==> config.mk <==
export PLATFORM = sky130hd
export DESIGN_NAME = crcacc_top
export DESIGN_NICKNAME = d
export VERILOG_FILES = /design/src/verilog/crcacc_pkg.sv /design/src/verilog/crcacc_fifo.sv /design/src/verilog/crcacc_step.sv /design/src/verilog/crcacc_top.sv
export SDC_FILE = /design/constraint.sdc
export NUM_CORES = 1
export LEC_CHECK = 0
export ABC_CLOCK_PERIOD_IN_PS = 18350
export BUFFER_PORTS_ARGS = -buffer_cell sky130_fd_sc_hd__clkbuf_2
export CAP_MARGIN = 40
export CORE_MARGIN = 2
export CORE_UTILIZATION = 45
export DETAILED_ROUTE_END_ITERATION = 8
export PLACE_DENSITY = 0.63
export SYNTH_ARGS = -nofsm -noshare
export SYNTH_HDL_FRONTEND = slang
export SYNTH_HIERARCHICAL = 1
export SYNTH_SLANG_ARGS = --single-unit
==> constraint.sdc <==
create_clock -name MCLK -period 18.35 [get_ports MCLK]
set_input_delay 4.5875 -clock MCLK [delete_from_list [all_inputs] [get_ports MCLK]]
set_output_delay 4.5875 -clock MCLK [all_outputs]
set_load 0.03 [all_outputs]
==> src/verilog/crcacc_pkg.sv <==
// Shared constants and types for the checksum/CRC accelerator
// How it works
// - Input words of 8, 16, 24 or 32 bits take one cycle per byte.
// - Width code 00/01/10/11 selects 8, 16, 24 or 32 input bits.
// - Reversal off passes bits straight; on mirrors them across the selected width.
// - Seeds written and results read are never bit-reversed.
// - Checksums add the previous carry unless carry discard is set.
// - With seed entry set, a completed data write loads the seed.
// - Algorithm 000 disables, 001 checksum8, 010 checksum32, 110 reserved.
// - Algorithm 011 is CRC-16 poly 0x8005, 100 is CRC-16 poly 0x1021.
// - Algorithm 101 is CRC-32 with polynomial 0x104C11DB7.
// - Writing 111 clears state to default seed and keeps the algorithm.
// - Busy reads one while a calculation is pending or running.
// - The result reads straight from the four data port bytes.
package crcacc_pkg;
   localparam logic [15:0] ADDR_CFG = 16'hA078;
   localparam logic [15:0] ADDR_B0 = 16'hA07C;
   localparam logic [15:0] ADDR_B1 = 16'hA07D;
   localparam logic [15:0] ADDR_B2 = 16'hA07E;
   localparam logic [15:0] ADDR_B3 = 16'hA07F;

   localparam logic [2:0] MODE_OFF = 3'h0;
   localparam logic [2:0] MODE_CHK8 = 3'h1;
   localparam logic [2:0] MODE_CHK32 = 3'h2;
   localparam logic [2:0] MODE_CRC16A = 3'h3;
   localparam logic [2:0] MODE_CRC16B = 3'h4;
   localparam logic [2:0] MODE_CRC32 = 3'h5;
   localparam logic [2:0] MODE_RSVD = 3'h6;
   localparam logic [2:0] MODE_CLEAR = 3'h7;

   localparam logic [31:0] POLY_CRC16A = 32'h0000_8005;
   localparam logic [31:0] POLY_CRC16B = 32'h0000_1021;
   localparam logic [31:0] POLY_CRC32 = 32'h04C1_1DB7;
   localparam logic [31:0] SEED_CHK = 32'h0000_0000;
   localparam logic [31:0] SEED_CRC16 = 32'h0000_FFFF;
   localparam logic [31:0] SEED_CRC32 = 32'hFFFF_FFFF;
   localparam logic [31:0] ALL_ONES = 32'hFFFF_FFFF;

   localparam logic [7:0] CFG_RESET = 8'h00;
   localparam logic [7:0] BYTE_RESET = 8'h00;
   localparam int FIFO_DEPTH = 8;

   localparam logic [1:0] KIND_DATA = 2'h0;
   localparam logic [1:0] KIND_SEED = 2'h1;
   localparam logic [1:0] KIND_CLEAR = 2'h2;

   // Same layout for write; on read the mode field carries {0,0,busy}
   typedef struct packed {
      logic [1:0] width;
      logic reverse;
      logic discard;
      logic seed;
      logic [2:0] mode;
   } crcacc_cfg_t;

   typedef struct packed {
      logic [1:0] kind;
      logic [2:0] mode;
      logic [1:0] width;
      logic discard;
      logic [31:0] data;
   } crcacc_entry_t;

   typedef enum logic {ENG_IDLE, ENG_RUN} crcacc_state_t;
endpackage

==> src/verilog/crcacc_fifo.sv <==
// Entry FIFO with registered output stage
`timescale 1ns/1ps
module crcacc_fifo #(
   parameter int W = 40,
   parameter int DEPTH = 8
) (
   // Clock and reset
   input wire logic clk,
   input wire logic rst,
   // Fill side
   input wire logic in_valid,
   output logic in_ready,
   input wire logic [W-1:0] in_data,
   // Drain side
   output logic out_valid,
   input wire logic out_ready,
   output logic [W-1:0] out_data,
   output logic empty
);
   localparam int AW = $clog2(DEPTH);
   localparam logic [AW:0] FULL_CNT = (AW+1)'(DEPTH);
   logic [W-1:0] mem_q [DEPTH];
   logic [AW-1:0] wptr_q, rptr_q;
   logic [AW:0] cnt_q;
   logic valid_q;
   logic [W-1:0] data_q;
   logic push, load;

   assign in_ready = cnt_q != FULL_CNT;
   assign push = in_valid & in_ready;
   assign load = (cnt_q != '0) & (~valid_q | out_ready);
   assign out_valid = valid_q;
   assign out_data = data_q;
   assign empty = (cnt_q == '0) & ~valid_q;

   always_ff @(posedge clk) begin
      if (push) begin
         mem_q[wptr_q] <= in_data;
      end
   end

   always_ff @(posedge clk or posedge rst) begin
      if (rst) begin
         wptr_q <= '0;
         rptr_q <= '0;
         cnt_q <= '0;
         valid_q <= 1'b0;
         data_q <= '0;
      end else begin
         if (push) begin
            wptr_q <= wptr_q + 1'b1;
         end
         if (load) begin
            rptr_q <= rptr_q + 1'b1;
            data_q <= mem_q[rptr_q];
         end
         cnt_q <= cnt_q + (AW+1)'(push) - (AW+1)'(load);
         if (load) begin
            valid_q <= 1'b1;
         end else if (out_ready) begin
            valid_q <= 1'b0;
         end
      end
   end
endmodule // crcacc_fifo

==> src/verilog/crcacc_step.sv <==
// One byte of CRC, MSB first, 16 or 32 bit register
`timescale 1ns/1ps
module crcacc_step (
   // Operands
   input wire logic [31:0] crc_in,
   input wire logic [7:0] din,
   input wire logic [31:0] poly,
   input wire logic wide,
   // Result
   output logic [31:0] crc_out
);
   always_comb begin
      logic [31:0] c;
      logic fb;
      c = crc_in;
      fb = 1'b0;
      for (int i = 7; i >= 0; i--) begin
         fb = (wide ? c[31] : c[15]) ^ din[i];
         c = {c[30:0], 1'b0};
         if (fb) begin
            c = c ^ poly;
         end
      end
      // Narrow CRC keeps the upper half clear for readback
      crc_out = wide ? c : {16'h0000, c[15:0]};
   end
endmodule // crcacc_step

==> src/verilog/crcacc_top.sv <==
// Checksum/CRC accelerator with register port and entry FIFO
//
// Strobed register access was decided locally.
`timescale 1ns/1ps
module crcacc_top (
   // Clock and reset
   input wire logic MCLK,
   input wire logic RST,
   // Register port
   input wire logic [15:0] REG_ADDR,
   input wire logic [7:0] REG_WDATA,
   input wire logic REG_WE,
   input wire logic REG_RE,
   output logic [7:0] REG_RDATA,
   // Status
   output logic ENTRY_READY,
   output logic BUSY
);
   localparam int EW = $bits(crcacc_pkg::crcacc_entry_t);

   crcacc_pkg::crcacc_cfg_t cfg_q, cfg_wr, cfg_rd;
   crcacc_pkg::crcacc_entry_t push_ent, f_ent, cur_q, ent;
   crcacc_pkg::crcacc_state_t state_q;
   logic [7:0] stg1_q, stg2_q, stg3_q, rdata_q, rdata_d;
   logic [31:0] res_q, res_d, raw_word, accel_data_port, engine_input_word;
   logic [31:0] crc_out, ent_data;
   logic [1:0] cnt_q, idx, bidx;
   logic [7:0] cur_byte;
   logic [8:0] sum8;
   logic [32:0] sum32;
   logic carry_q, carry_d, cin;
   logic sel_cfg, sel_b0, sel_b1, sel_b2, sel_b3;
   logic wr_cfg, wr_b0, clr_cmd, push_data, push_seed, push;
   logic f_valid, f_ready, f_empty, take, is_data, step, last;

   // Algorithms that consume data
   function automatic logic mode_computes(input logic [2:0] m);
      return (m == crcacc_pkg::MODE_CHK8) || (m == crcacc_pkg::MODE_CHK32) ||
             (m == crcacc_pkg::MODE_CRC16A) || (m == crcacc_pkg::MODE_CRC16B) ||
             (m == crcacc_pkg::MODE_CRC32);
   endfunction

   function automatic logic [31:0] width_mask(input logic [1:0] w);
      return crcacc_pkg::ALL_ONES >> {~w, 3'b000};
   endfunction

   function automatic logic [31:0] mirror(input logic [31:0] d, input logic [1:0] w);
      logic [31:0] r;
      r = '0;
      for (int i = 0; i < 32; i++) begin
         r[i] = d[31-i];
      end
      return r >> {~w, 3'b000};
   endfunction

   function automatic logic [31:0] poly_of(input logic [2:0] m);
      if (m == crcacc_pkg::MODE_CRC16A) begin
         return crcacc_pkg::POLY_CRC16A;
      end else if (m == crcacc_pkg::MODE_CRC16B) begin
         return crcacc_pkg::POLY_CRC16B;
      end else begin
         return crcacc_pkg::POLY_CRC32;
      end
   endfunction

   function automatic logic [31:0] seed_of(input logic [2:0] m);
      if (m == crcacc_pkg::MODE_CRC32) begin
         return crcacc_pkg::SEED_CRC32;
      end else if ((m == crcacc_pkg::MODE_CRC16A) || (m == crcacc_pkg::MODE_CRC16B)) begin
         return crcacc_pkg::SEED_CRC16;
      end else begin
         return crcacc_pkg::SEED_CHK;
      end
   endfunction

   // Address decode
   assign sel_cfg = REG_ADDR == crcacc_pkg::ADDR_CFG;
   assign sel_b0 = REG_ADDR == crcacc_pkg::ADDR_B0;
   assign sel_b1 = REG_ADDR == crcacc_pkg::ADDR_B1;
   assign sel_b2 = REG_ADDR == crcacc_pkg::ADDR_B2;
   assign sel_b3 = REG_ADDR == crcacc_pkg::ADDR_B3;
   assign wr_cfg = REG_WE & sel_cfg;
   assign wr_b0 = REG_WE & sel_b0;
   assign cfg_wr = crcacc_pkg::crcacc_cfg_t'(REG_WDATA);

   // Entry building; the low byte completes the word
   assign raw_word = {stg3_q, stg2_q, stg1_q, REG_WDATA};
   assign accel_data_port = raw_word & width_mask(cfg_q.width);
   assign engine_input_word = cfg_q.reverse ? mirror(raw_word, cfg_q.width) :
                              accel_data_port;
   assign clr_cmd = wr_cfg & (cfg_wr.mode == crcacc_pkg::MODE_CLEAR);
   assign push_data = wr_b0 & ~cfg_q.seed & mode_computes(cfg_q.mode);
   assign push_seed = wr_b0 & cfg_q.seed;
   assign push = push_data | push_seed | clr_cmd;
   // Seeds bypass the mirror
   assign push_ent.kind = clr_cmd ? crcacc_pkg::KIND_CLEAR :
                          push_seed ? crcacc_pkg::KIND_SEED : crcacc_pkg::KIND_DATA;
   assign push_ent.mode = cfg_q.mode;
   assign push_ent.width = cfg_q.width;
   assign push_ent.discard = cfg_q.discard;
   assign push_ent.data = push_data ? engine_input_word : raw_word;

   // Entries carry their own settings so later config writes cannot disturb them
   crcacc_fifo #(
      .W(EW),
      .DEPTH(crcacc_pkg::FIFO_DEPTH)
   ) u_fifo (
      .clk(MCLK),
      .rst(RST),
      .in_valid(push),
      .in_ready(ENTRY_READY),
      .in_data(push_ent),
      .out_valid(f_valid),
      .out_ready(f_ready),
      .out_data(f_ent),
      .empty(f_empty)
   );

   // Engine selection: first byte straight from the FIFO head
   assign f_ready = state_q == crcacc_pkg::ENG_IDLE;
   assign take = f_ready & f_valid;
   assign ent = (state_q == crcacc_pkg::ENG_RUN) ? cur_q : f_ent;
   assign ent_data = ent.data;
   assign idx = (state_q == crcacc_pkg::ENG_RUN) ? cnt_q : 2'd0;
   assign is_data = ent.kind == crcacc_pkg::KIND_DATA;
   assign step = (state_q == crcacc_pkg::ENG_RUN) | (take & is_data);
   assign last = idx == ent.width;
   assign bidx = ent.width - idx;
   assign cur_byte = 8'(ent.data >> {bidx, 3'b000});
   assign cin = ent.discard ? 1'b0 : carry_q;
   assign sum8 = {1'b0, res_q[7:0]} + {1'b0, cur_byte} + {8'h00, cin};
   assign sum32 = {1'b0, res_q} + {1'b0, ent.data} + {32'h0, cin};

   crcacc_step u_step (
      .crc_in(res_q),
      .din(cur_byte),
      .poly(poly_of(ent.mode)),
      .wide(ent.mode == crcacc_pkg::MODE_CRC32),
      .crc_out(crc_out)
   );

   always_comb begin
      res_d = res_q;
      carry_d = carry_q;
      case (ent.mode)
         crcacc_pkg::MODE_CHK8: begin
            res_d = {24'h00_0000, sum8[7:0]};
            carry_d = sum8[8];
         end
         // Whole word added once, at the word's last byte cycle
         crcacc_pkg::MODE_CHK32: begin
            if (last) begin
               res_d = sum32[31:0];
               carry_d = sum32[32];
            end
         end
         crcacc_pkg::MODE_CRC16A, crcacc_pkg::MODE_CRC16B, crcacc_pkg::MODE_CRC32: begin
            res_d = crc_out;
         end
         default: begin
            res_d = res_q;
         end
      endcase
   end

   always_ff @(posedge MCLK or posedge RST) begin
      if (RST) begin
         res_q <= '0;
         carry_q <= 1'b0;
      end else if (take & (f_ent.kind == crcacc_pkg::KIND_SEED)) begin
         res_q <= f_ent.data;
         carry_q <= 1'b0;
      end else if (take & (f_ent.kind == crcacc_pkg::KIND_CLEAR)) begin
         res_q <= seed_of(f_ent.mode);
         carry_q <= 1'b0;
      end else if (step) begin
         res_q <= res_d;
         carry_q <= carry_d;
      end
   end

   always_ff @(posedge MCLK or posedge RST) begin
      if (RST) begin
         state_q <= crcacc_pkg::ENG_IDLE;
         cnt_q <= 2'd0;
         cur_q <= '0;
      end else begin
         case (state_q)
            crcacc_pkg::ENG_IDLE: begin
               if (take & is_data & ~last) begin
                  state_q <= crcacc_pkg::ENG_RUN;
                  cnt_q <= 2'd1;
                  cur_q <= f_ent;
               end
            end
            crcacc_pkg::ENG_RUN: begin
               if (last) begin
                  state_q <= crcacc_pkg::ENG_IDLE;
               end else begin
                  cnt_q <= cnt_q + 2'd1;
               end
            end
            default: begin
               state_q <= crcacc_pkg::ENG_IDLE;
            end
         endcase
      end
   end

   // Config and staging registers; mode ignores clear and reserved codes
   always_ff @(posedge MCLK or posedge RST) begin
      if (RST) begin
         cfg_q <= crcacc_pkg::crcacc_cfg_t'(crcacc_pkg::CFG_RESET);
         stg1_q <= crcacc_pkg::BYTE_RESET;
         stg2_q <= crcacc_pkg::BYTE_RESET;
         stg3_q <= crcacc_pkg::BYTE_RESET;
      end else begin
         if (wr_cfg) begin
            cfg_q.width <= cfg_wr.width;
            cfg_q.reverse <= cfg_wr.reverse;
            cfg_q.discard <= cfg_wr.discard;
            cfg_q.seed <= cfg_wr.seed;
            if ((cfg_wr.mode != crcacc_pkg::MODE_CLEAR) &&
                (cfg_wr.mode != crcacc_pkg::MODE_RSVD)) begin
               cfg_q.mode <= cfg_wr.mode;
            end
         end
         if (REG_WE & sel_b1) begin
            stg1_q <= REG_WDATA;
         end
         if (REG_WE & sel_b2) begin
            stg2_q <= REG_WDATA;
         end
         if (REG_WE & sel_b3) begin
            stg3_q <= REG_WDATA;
         end
      end
   end

   // Read path; unmapped and idle cycles read zero
   assign BUSY = ~f_empty | (state_q == crcacc_pkg::ENG_RUN);
   assign cfg_rd.width = cfg_q.width;
   assign cfg_rd.reverse = cfg_q.reverse;
   assign cfg_rd.discard = cfg_q.discard;
   assign cfg_rd.seed = cfg_q.seed;
   assign cfg_rd.mode = {2'b00, BUSY};
   assign rdata_d = ~REG_RE ? 8'h00 :
                    sel_cfg ? 8'(cfg_rd) :
                    sel_b0 ? res_q[7:0] :
                    sel_b1 ? res_q[15:8] :
                    sel_b2 ? res_q[23:16] :
                    sel_b3 ? res_q[31:24] : 8'h00;
   assign REG_RDATA = rdata_q;

   always_ff @(posedge MCLK or posedge RST) begin
      if (RST) begin
         rdata_q <= 8'h00;
      end else begin
         rdata_q <= rdata_d;
      end
   end
endmodule // crcacc_top

After elaboration in Yosys (flattened, before gate mapping)

Memories as Yosys holds them, arrays and structs flattened. A register that Yosys moved wholly into a read port is not among the register bits.
Index checks and enable logic that the tools add are counted.

Bits in registers: 127
Memory bits (writable): 320
Bits of input ports: 28
Logic and storage cells: 182
Memories kept: 1

Memory list:

| memory       | words | bits a word | read ports | clocked after Yosys merged registers in | write ports | RTL line          | source |
|---|---|---|---|---|---|---|---|
| u_fifo.mem_q | 8     | 40          | 1          | 1                                       | 1           | crcacc_fifo.sv:22 | `logic [W-1:0] mem_q [DEPTH];` |

Add/subtract/negate cells: 10
Eq/ne operators: 29
Shifts and indexed selects: 3
Multiplexer cells: 54
Bitwise logic cells: 45
Reduce and logical (&&, ||, !) cells: 18

Operators by type and width:

| cell                                                | count |
|---|---|
| 2-to-1 mux 32 bit                                   | 16 |
| bitwise XOR 32 x 27 -> 32 bit                       | 8 |
| case mux 32 bit (3 select lines)                    | 1 |
| equality test 16 bit, second input constant         | 5 |
| 2-to-1 mux 27 bit                                   | 2 |
| 2-to-1 mux 8 bit                                    | 6 |
| 2-to-1 mux 40 bit                                   | 1 |
| adder 32 x 32 -> 33 bit                             | 1 |
| adder 33 x 1 -> 33 bit                              | 1 |
| bitwise AND 32 bit                                  | 1 |
| >> shifter 32 x 5 -> 32 bit                         | 1 |
| >> shifter 32 x 5 -> 32 bit, first input constant   | 1 |
| >> shifter 32 x 5 -> 8 bit                          | 1 |
| equality test 3 bit, second input constant          | 7 |
| 2-to-1 mux 1 bit                                    | 20 |
| bitwise AND 1 bit                                   | 17 |
| 2-to-1 mux 16 bit                                   | 1 |
| equality test 3 x 2 -> 1 bit, second input constant | 5 |
| adder 8 x 8 -> 9 bit                                | 1 |
| adder 9 x 1 -> 9 bit                                | 1 |
| 2-to-1 mux 2 bit                                    | 4 |
| != test 4 bit, second input constant                | 2 |
| nonzero test 4 bit                                  | 2 |
| bitwise XOR 1 bit                                   | 8 |
| 26 further kinds                                    | 46 |

Logic depth before layout (Yosys ltp)

Gate-level depths: netlist (run 1).

Word-level depth: 32
Mapped depth: 32

By module

Netlist (run 1), hierarchy kept.

By module, submodules not included:

| module      | instances | cells each | area an instance (µm²) |
|---|---|---|---|
| crcacc_fifo | 1         | 791        | 14559.0 |
| crcacc_top  | 1         | 974        | 8952.3 |
| crcacc_step | 1         | 728        | 4916.0 |

Least setup slack after synthesis (run 1)

Ideal clock, no wire load.

Kind: in2reg
From: in REG_ADDR[9]
To: mem u_fifo.mem_q[1][0] (enable)
Data arrival time: 9.382 ns
Data required time: 17.863 ns
Setup slack: 8.481 ns
Stages: 9
Cell sequence: or4_1 nor4_2 and3b_1 clkbuf_1 nand2_1 clkbuf_1 o21ai_0 nand3_1 nor3_1

Word-level cells in the longest chain between the ends: 9
Elaborated cells between the ends (all ways): 13
Those cells by class: eq/ne: 2; mux: 2; bitwise: 9

RTL lines:

| element                                    | RTL line          | source |
|---|---|---|
| start: declaration                         | crcacc_top.sv:10  | `input wire logic [15:0] REG_ADDR,` |
| equality test 16 bit                       | crcacc_top.sv:78  | `assign sel_b0 = REG_ADDR == crcacc_pkg::ADDR_B0;` |
| bitwise AND 1 bit                          | crcacc_top.sv:83  | `assign wr_b0 = REG_WE & sel_b0;` |
| bitwise AND 1 bit (2 in a row)             | crcacc_top.sv:92  | `assign push_data = wr_b0 & ~cfg_q.seed & mode_computes(cfg_q.mode);` |
| bitwise OR 1 bit                           | crcacc_top.sv:94  | `assign push = push_data \| push_seed \| clr_cmd;` |
| bitwise OR 1 bit (*)                       | crcacc_top.sv:94  |  |
| named net push                             | crcacc_top.sv:33  | `logic wr_cfg, wr_b0, clr_cmd, push_data, push_seed, push;` |
| bitwise AND 1 bit (*)                      | crcacc_fifo.sv:30 | `assign push = in_valid & in_ready;` |
| 2-to-1 mux 1 bit (*)                       | crcacc_fifo.sv:37 | `if (push) begin` |
| 2-to-1 mux 1 bit (implied by the code) (*) | crcacc_fifo.sv:38 | `mem_q[wptr_q] <= in_data;` |
| end: declaration                           | crcacc_fifo.sv:22 |  |

Mark *: on every way through the listed nets, which the timed path passes. The rest lies on a longest branch.

Worst setup path after layout (run 1)

From: in REG_ADDR[9]
To: mem u_fifo.mem_q[0][11] (enable)

The elaborated chain is that of the path after synthesis.

==> impl_metrics.ini, run 1 <==
[sta]
finalCritPeriodShare_pct = 46.3
slew_headroom_pct = 34.5
rsz0062_at_grt = no
max_freq_ghz = 0.118
setup_viol = 0
worst_pin_slew_ns = 0.981
post-route-min-period_ns = 8.50
drv_slew = 0
finClkSkew_ns = 0.0229
hold_viol = 0
tns_ns = 0

[synthesis]
yosysWarnings = 6
synth-async-reset-ratio_pct = 34.0
synth_top_area_cell = edfxtp_1
synth_cell_types = 96
post-synth-top-count-cell = edfxtp_1
ys_top_cells_by_area = edfxtp_1 34%, dfrtp_1 15%, mux2_2 7.2%
syn_inst = 2493
synth_top_area_share_pct = 33.8
syn-cell-area_mm2 = 0.0284
syn_avg_cell_area_um2 = 11.4
ys_seq_elements = 485
synth-edff-count = 320
ys_seq_area_share_pct = 48.3
synth_common_cells = 320 x edfxtp_1, 298 x nand2_1, 229 x xnor2_1
synth_flop_cell = edfxtp_1

[floorplanning]
start_util_pct = 45.3
die-area_mm2 = 0.0652
core_mm2 = 0.0627
die_h_um = 255
io-pin-count = 38
fp.dieW_um = 255
num_rows = 92

[clock_tree]
cts_tree = built
numCtsBuffers = 50
cts_root_buffer = clkbuf_16
hold_buffers = 0
clk_latency_ns = 0.61
cts-resized-gates = 0
clock_path_buffers = 3
htree_levels = 2
postCtsSetupBuffers = 0
clk_pin_slew_worst_paths_ns = 0.06
cts_sinks = 485

[critical_path]
r2r_slack_ns = 10.50
setup.worst_path.end_class = register
crit_path_top_delay_cell = nor3_2
critPathRequiredTime_ns = 18.58
critPathMaxStageDelay_ns = 0.82
cpLargestDelayFamily = simple AND/OR/NAND/NOR gates
cp-start-kind = input port
crit_type = in -> reg
rr_endpoint = res_q[11]
cp_num_buf_inv = 2
r2r_start = state_q
crit_arrival_ns = 8.73
critPathMaxFanout = 30
cp_cell_sequence = clkbuf_2, or4_1, nor4_2, and3b_1, nand2_1, o21ai_0, nand3b_1, nor3_2, buf_4
ff2ff_path_depth = 27

[min_path]
worstHoldStart = cur_q[0]
hold_depth = 1
hold_end = cur_q[0]
worstHoldPathType = reg -> reg

[place]
io_buffers = 37
gp_congestion = 0.978
dp_hpwl_um = 56700

[detailed_routing]
via_count = 20000
viasPerCell = 5.91
routed_wl_um = 83400
drc = 0
dr.pass1.iters = 5
drtAntennaViolNets = 0
wl_per_cell_um = 24.6
initialDrtViolationCount = 1574

[grt]
grt_pass1_vias = 20000
grt_start_max_net_pins = 63
grt_pass1_wl_um = 126000
antenna_found_initial = 3
overflow = 0
grtUsageTotal_pct = 25.2

[final_layout]
seq_area_mm2 = 0.0137
final_nets = 2585
fillCellCount = 5522
area_growth_pct = 10.0
multi_input_area_mm2 = 0.0140
drive_gt1_share_pct = 18.1

[job]
drv_cap = 0

[outcome]
status = finished, final reports clean
cells by family (layout without fill, tap and decap cells):
logic type	after synthesis	in the layout	share of synthesized area [%]
flip-flops	485	485	48.3
AND/OR/NAND/NOR	608	608	9.94
AO/OA/AOI/OAI	509	509	12.7
XOR/XNOR	299	299	9.67
adder cells (fa/ha/maj)	52	52	2.42
other	2	36	0.0264
multiplexers	339	339	13.5
buffers and inverters	199	219	3.35
flip-flops by register name, summed over array words and instances (netlist names):
signal            cells
REG_RDATA             8
u_fifo/wptr_q         3
stg3_q                8
u_fifo/mem_q        320
stg1_q                8
u_fifo/cnt_q          4
state_q               1
cnt_q                 2
cur_q                38
res_q                32
u_fifo/out_data      40
cfg_q                 8
stg2_q                8
u_fifo/out_valid      1
carry_q               1
u_fifo/rptr_q         3
cell type report:
class,instances,area share [%]
Multi-Input combinational cell,1842,44.7
Sequential cell,485,43.9
Clock buffer,67,4.40
Tap cell,846,3.38
Timing Repair Buffer,90,2.06
Clock inverter,26,1.03
Inverter,36,0.440
Antenna cell,1,0.00800
worst reg2reg max path, delay by kind of cell (launching register included):
family	cells	cell delay (ns)
buffers and inverters	6	1.73
AO/OA/AOI/OAI	7	1.83
multiplexers	2	0.93
flip-flops	1	0.49
XOR/XNOR	8	1.96
AND/OR/NAND/NOR	4	0.77
cell usage in the layout (no fill, tap or decap), types with 35 or more instances in the layout:
cell / netlist / layout
nand2_1: 298 / 298
clkbuf_16: 0 / 50
o21ai_0: 97 / 97
mux2i_1: 125 / 124
xor2_1: 59 / 59
mux2_2: 182 / 182
o31ai_2: 39 / 39
ha_1: 47 / 47
nor2_1: 122 / 114
buf_4: 11 / 45
dfrtp_1: 165 / 163
a21oi_1: 75 / 73
clkbuf_2: 1 / 37
o22ai_1: 49 / 49
xnor2_1: 229 / 229
conb_1: 2 / 35
a22o_1: 48 / 48
edfxtp_1: 320 / 320
metrics by stage:
| step | instance area [um^2] | hold WS (ns) | util (%) | instances | setup slack (ns) |
|---|---|---|---|---|---|
| floorplan | 28600 | 0.464 | - | 2526 | 8.48 |
| global placement | 29400 | 0.474 | 46.9 | 3290 | 9.38 |
| detailed placement | 29600 | 0.481 | 47.1 | 3299 | 9.19 |
| CTS | 31300 | 0.494 | 49.9 | 3392 | 9.83 |
| global route | 31300 | 0.515 | 49.9 | 3392 | 9.63 |
| finish | 31300 | 0.494 | 49.9 | 3393 | 9.85 |
layer usage:
metal | global-route usage, % | part of all wire [%] | vias to the layer above
li1 | - | - | 9119
met1 | 32.8 | 42 | 10100
met2 | 41.9 | 48 | 678
met3 | 3.48 | 6.0 | 180
met4 | 11.4 | 4.8 | 0
met5 | 0 | 0 | -
worst max path at each step:
stage                 from  cells after the start  slack (ns)             endpoint
2_1_floorplan  REG_ADDR[9]                      9        8.48   u_fifo/mem_q[1][0]
3_3_place_gp   REG_ADDR[9]                      9        9.38  u_fifo/mem_q[1][23]
3_5_place_dp   REG_ADDR[9]                      9        9.19  u_fifo/mem_q[1][27]
4_1_cts        REG_ADDR[9]                      9        9.83  u_fifo/mem_q[1][18]
5_1_grt        REG_ADDR[9]                      9        9.63  u_fifo/mem_q[0][18]
6_report       REG_ADDR[9]                      9        9.85  u_fifo/mem_q[0][11]
Power of run 1 is left out: the tool's default activity adds up to more than one toggle a clock period on the data nets, which glitch-free logic cannot reach.
==> run 2, diff against run 1 <==
--- a/config.mk
+++ b/config.mk
@@ -5,13 +5,13 @@
 export SDC_FILE = /design/constraint.sdc
 export NUM_CORES = 1
 export LEC_CHECK = 0
-export ABC_CLOCK_PERIOD_IN_PS = 18350
+export ABC_CLOCK_PERIOD_IN_PS = 6910
 export BUFFER_PORTS_ARGS = -buffer_cell sky130_fd_sc_hd__clkbuf_2
 export CAP_MARGIN = 40
 export CORE_MARGIN = 2
 export CORE_UTILIZATION = 45
 export DETAILED_ROUTE_END_ITERATION = 8
-export PLACE_DENSITY = 0.63
+export PLACE_DENSITY = 0.65
 export SYNTH_ARGS = -nofsm -noshare
 export SYNTH_HDL_FRONTEND = slang
 export SYNTH_HIERARCHICAL = 1
==> constraint.sdc (replaced) <==
create_clock -name MCLK -period 6.91 [get_ports MCLK]
set_input_delay 1.7275 -clock MCLK [delete_from_list [all_inputs] [get_ports MCLK]]
set_output_delay 1.7275 -clock MCLK [all_outputs]
set_load 0.03 [all_outputs]
==> run 2 against run 1 <==
- utilization up 0.34 points
- first-iteration DRC count up 12%
- clock skew down 0.0019 ns
- register-to-register slack worse by 10 ns
- critical path depth up 16
- critical endpoint is now res_q[11]
==> impl_metrics.ini, run 2 (synthesis gave the netlist of run 1 again) <==
[place]
io_buffers = 37
place_area_mm2 = 0.0297
gp_congestion = 0.947
dp_hpwl_um = 55800
place_ws_ns = 0.168

[detailed_routing]
drc = 0
initialDrtViolationCount = 1768
via_count = 20200
wl_per_cell_um = 24.2
dr.pass1.iters = 5
viasPerCell = 5.93
routed_wl_um = 82600
drtAntennaViolNets = 0

[critical_path]
crit_type = reg -> reg
critPathMaxFanout = 26
cp-start-kind = register
crit_arrival_ns = 7.01
setup.worst_path.end_class = register
critPathRequiredTime_ns = 7.38

[final_layout]
fillCellCount = 5514
seq_area_mm2 = 0.0137
utilization_pct = 50.2
multi_input_area_mm2 = 0.0140
area_growth_pct = 10.8
drive_gt1_share_pct = 18.8
stdcell_area_mm2 = 0.0315
regMostFlops = u_fifo/mem_q
final_cell_mix = 320 x edfxtp_1, 298 x nand2_1, 225 x xnor2_1
largest_register_ffs = 320
layout_commonest_cell = edfxtp_1
final_nets = 2602

[clock_tree]
clk_pin_slew_worst_paths_ns = 0.06
clk_latency_ns = 0.59
cts_root_buffer = clkbuf_16
cts_tree = built
htree_levels = 2
cts_sinks = 485
clock_path_buffers = 3
numCtsBuffers = 47

[job]
drv_cap = 0

[min_path]
worstHoldPathType = reg -> reg

[sta]
drv_slew = 0
worst_pin_slew_ns = 1.12
layout_setup_ws_ns = 0.372
post-route-min-period_ns = 6.54
rsz0062_at_grt = no
finalCritPeriodShare_pct = 94.6
hold_viol = 0
tns_ns = 0
finClkSkew_ns = 0.0210
setup_viol = 0
max_freq_ghz = 0.153
slew_headroom_pct = 25.3

[grt]
grt_pass1_wl_um = 125000
grt_start_max_net_pins = 163
grt_pass1_vias = 20000
grtUsageTotal_pct = 24.9
overflow = 0
antenna_found_initial = 1

[floorplanning]
io-pin-count = 38
fp.dieW_um = 255
die_h_um = 255
num_rows = 92
start_util_pct = 45.3
core_mm2 = 0.0627
die-area_mm2 = 0.0652

[outcome]
status = finished, final reports clean
run 2: cell count changes in the layout (fill, tap and decap cells not counted), moves of 3 or more:
cell,delta
clkinvlp_4,-3
clkbuf_16,-3
xnor2_1,-4
buf_12,+5
xnor2_2,+4
bufinv_16,+4
inv_6,+3
buf_4,+19
run 2: worst max-delay path, cell delays in order, from the launching register on:
cell,delay (ns)
dfrtp_2,0.44
and2_1,0.19
ha_1,0.23
xnor2_2,0.33
mux4_2,0.72
buf_4,0.23
xnor2_2,0.16
buf_4,0.30
nand2_1,0.11
xor2_1,0.16
xnor2_1,0.15
xnor2_1,0.20
a21oi_1,0.07
or2_1,0.31
o32a_1,0.34
and4_1,0.22
nor3_1,0.22
o21ai_1,0.11
buf_4,0.23
a2111o_1,0.49
nand4_4,0.29
o21ai_1,0.13
xnor2_1,0.17
a32oi_1,0.17
nand2_1,0.07
o32a_1,0.36
run 2: layout make-up:
class / instances / area share (%)
tap: 846 / 3.36
clock buffer: 63 / 4.05
sequential: 485 / 43.6
inverter: 36 / 0.449
clock inverter: 24 / 1.27
antenna: 1 / 0.00795
multi-input combinational: 1842 / 44.6
timing repair buffer: 110 / 2.61
run 2: timing repair:
| item | 4_1_cts | 5_1_grt |
|---|---|---|
| setup endpoints to repair | 0 | 16 |
| gates resized for setup | 0 | 8 |
| hold buffers | 0 | 0 |
| setup buffers | 0 | 3 |
run 2: path summary, 6_finish.rpt:
kind | from | end | slack, ns | cells past startpoint
max in group asynchronous | RST | stg3_q[0] | 4.61 | 4
worst min register to register | cur_q[4] | cur_q[4] | 0.50 | 1
min in group asynchronous | RST | cur_q[36] | 1.10 | 2
worst max-delay path | state_q | res_q[11] | 0.37 | 25
worst max register to register | state_q | res_q[11] | 0.37 | 25
worst min-delay path | cur_q[4] | cur_q[4] | 0.50 | 1
run 2: metrics by stage:
step / instances / hold slack (ns)
global placement: 3312 / 0.475
global route: 3406 / 0.511
finish: 3407 / 0.501
floorplan: 2526 / 0.464
CTS: 3403 / 0.503
detailed placement: 3316 / 0.487
run 2: layer usage:
metal | global-route usage (%) | part of all wire (%) | vias to the layer above
met3 | 2.60 | 6.0 | 174
li1 | - | - | 9143
met5 | 0 | 0.0097 | -
met2 | 40.7 | 47 | 754
met4 | 10.0 | 3.9 | 2
met1 | 34.0 | 43 | 10100
Power of run 2 is left out for the same reason.
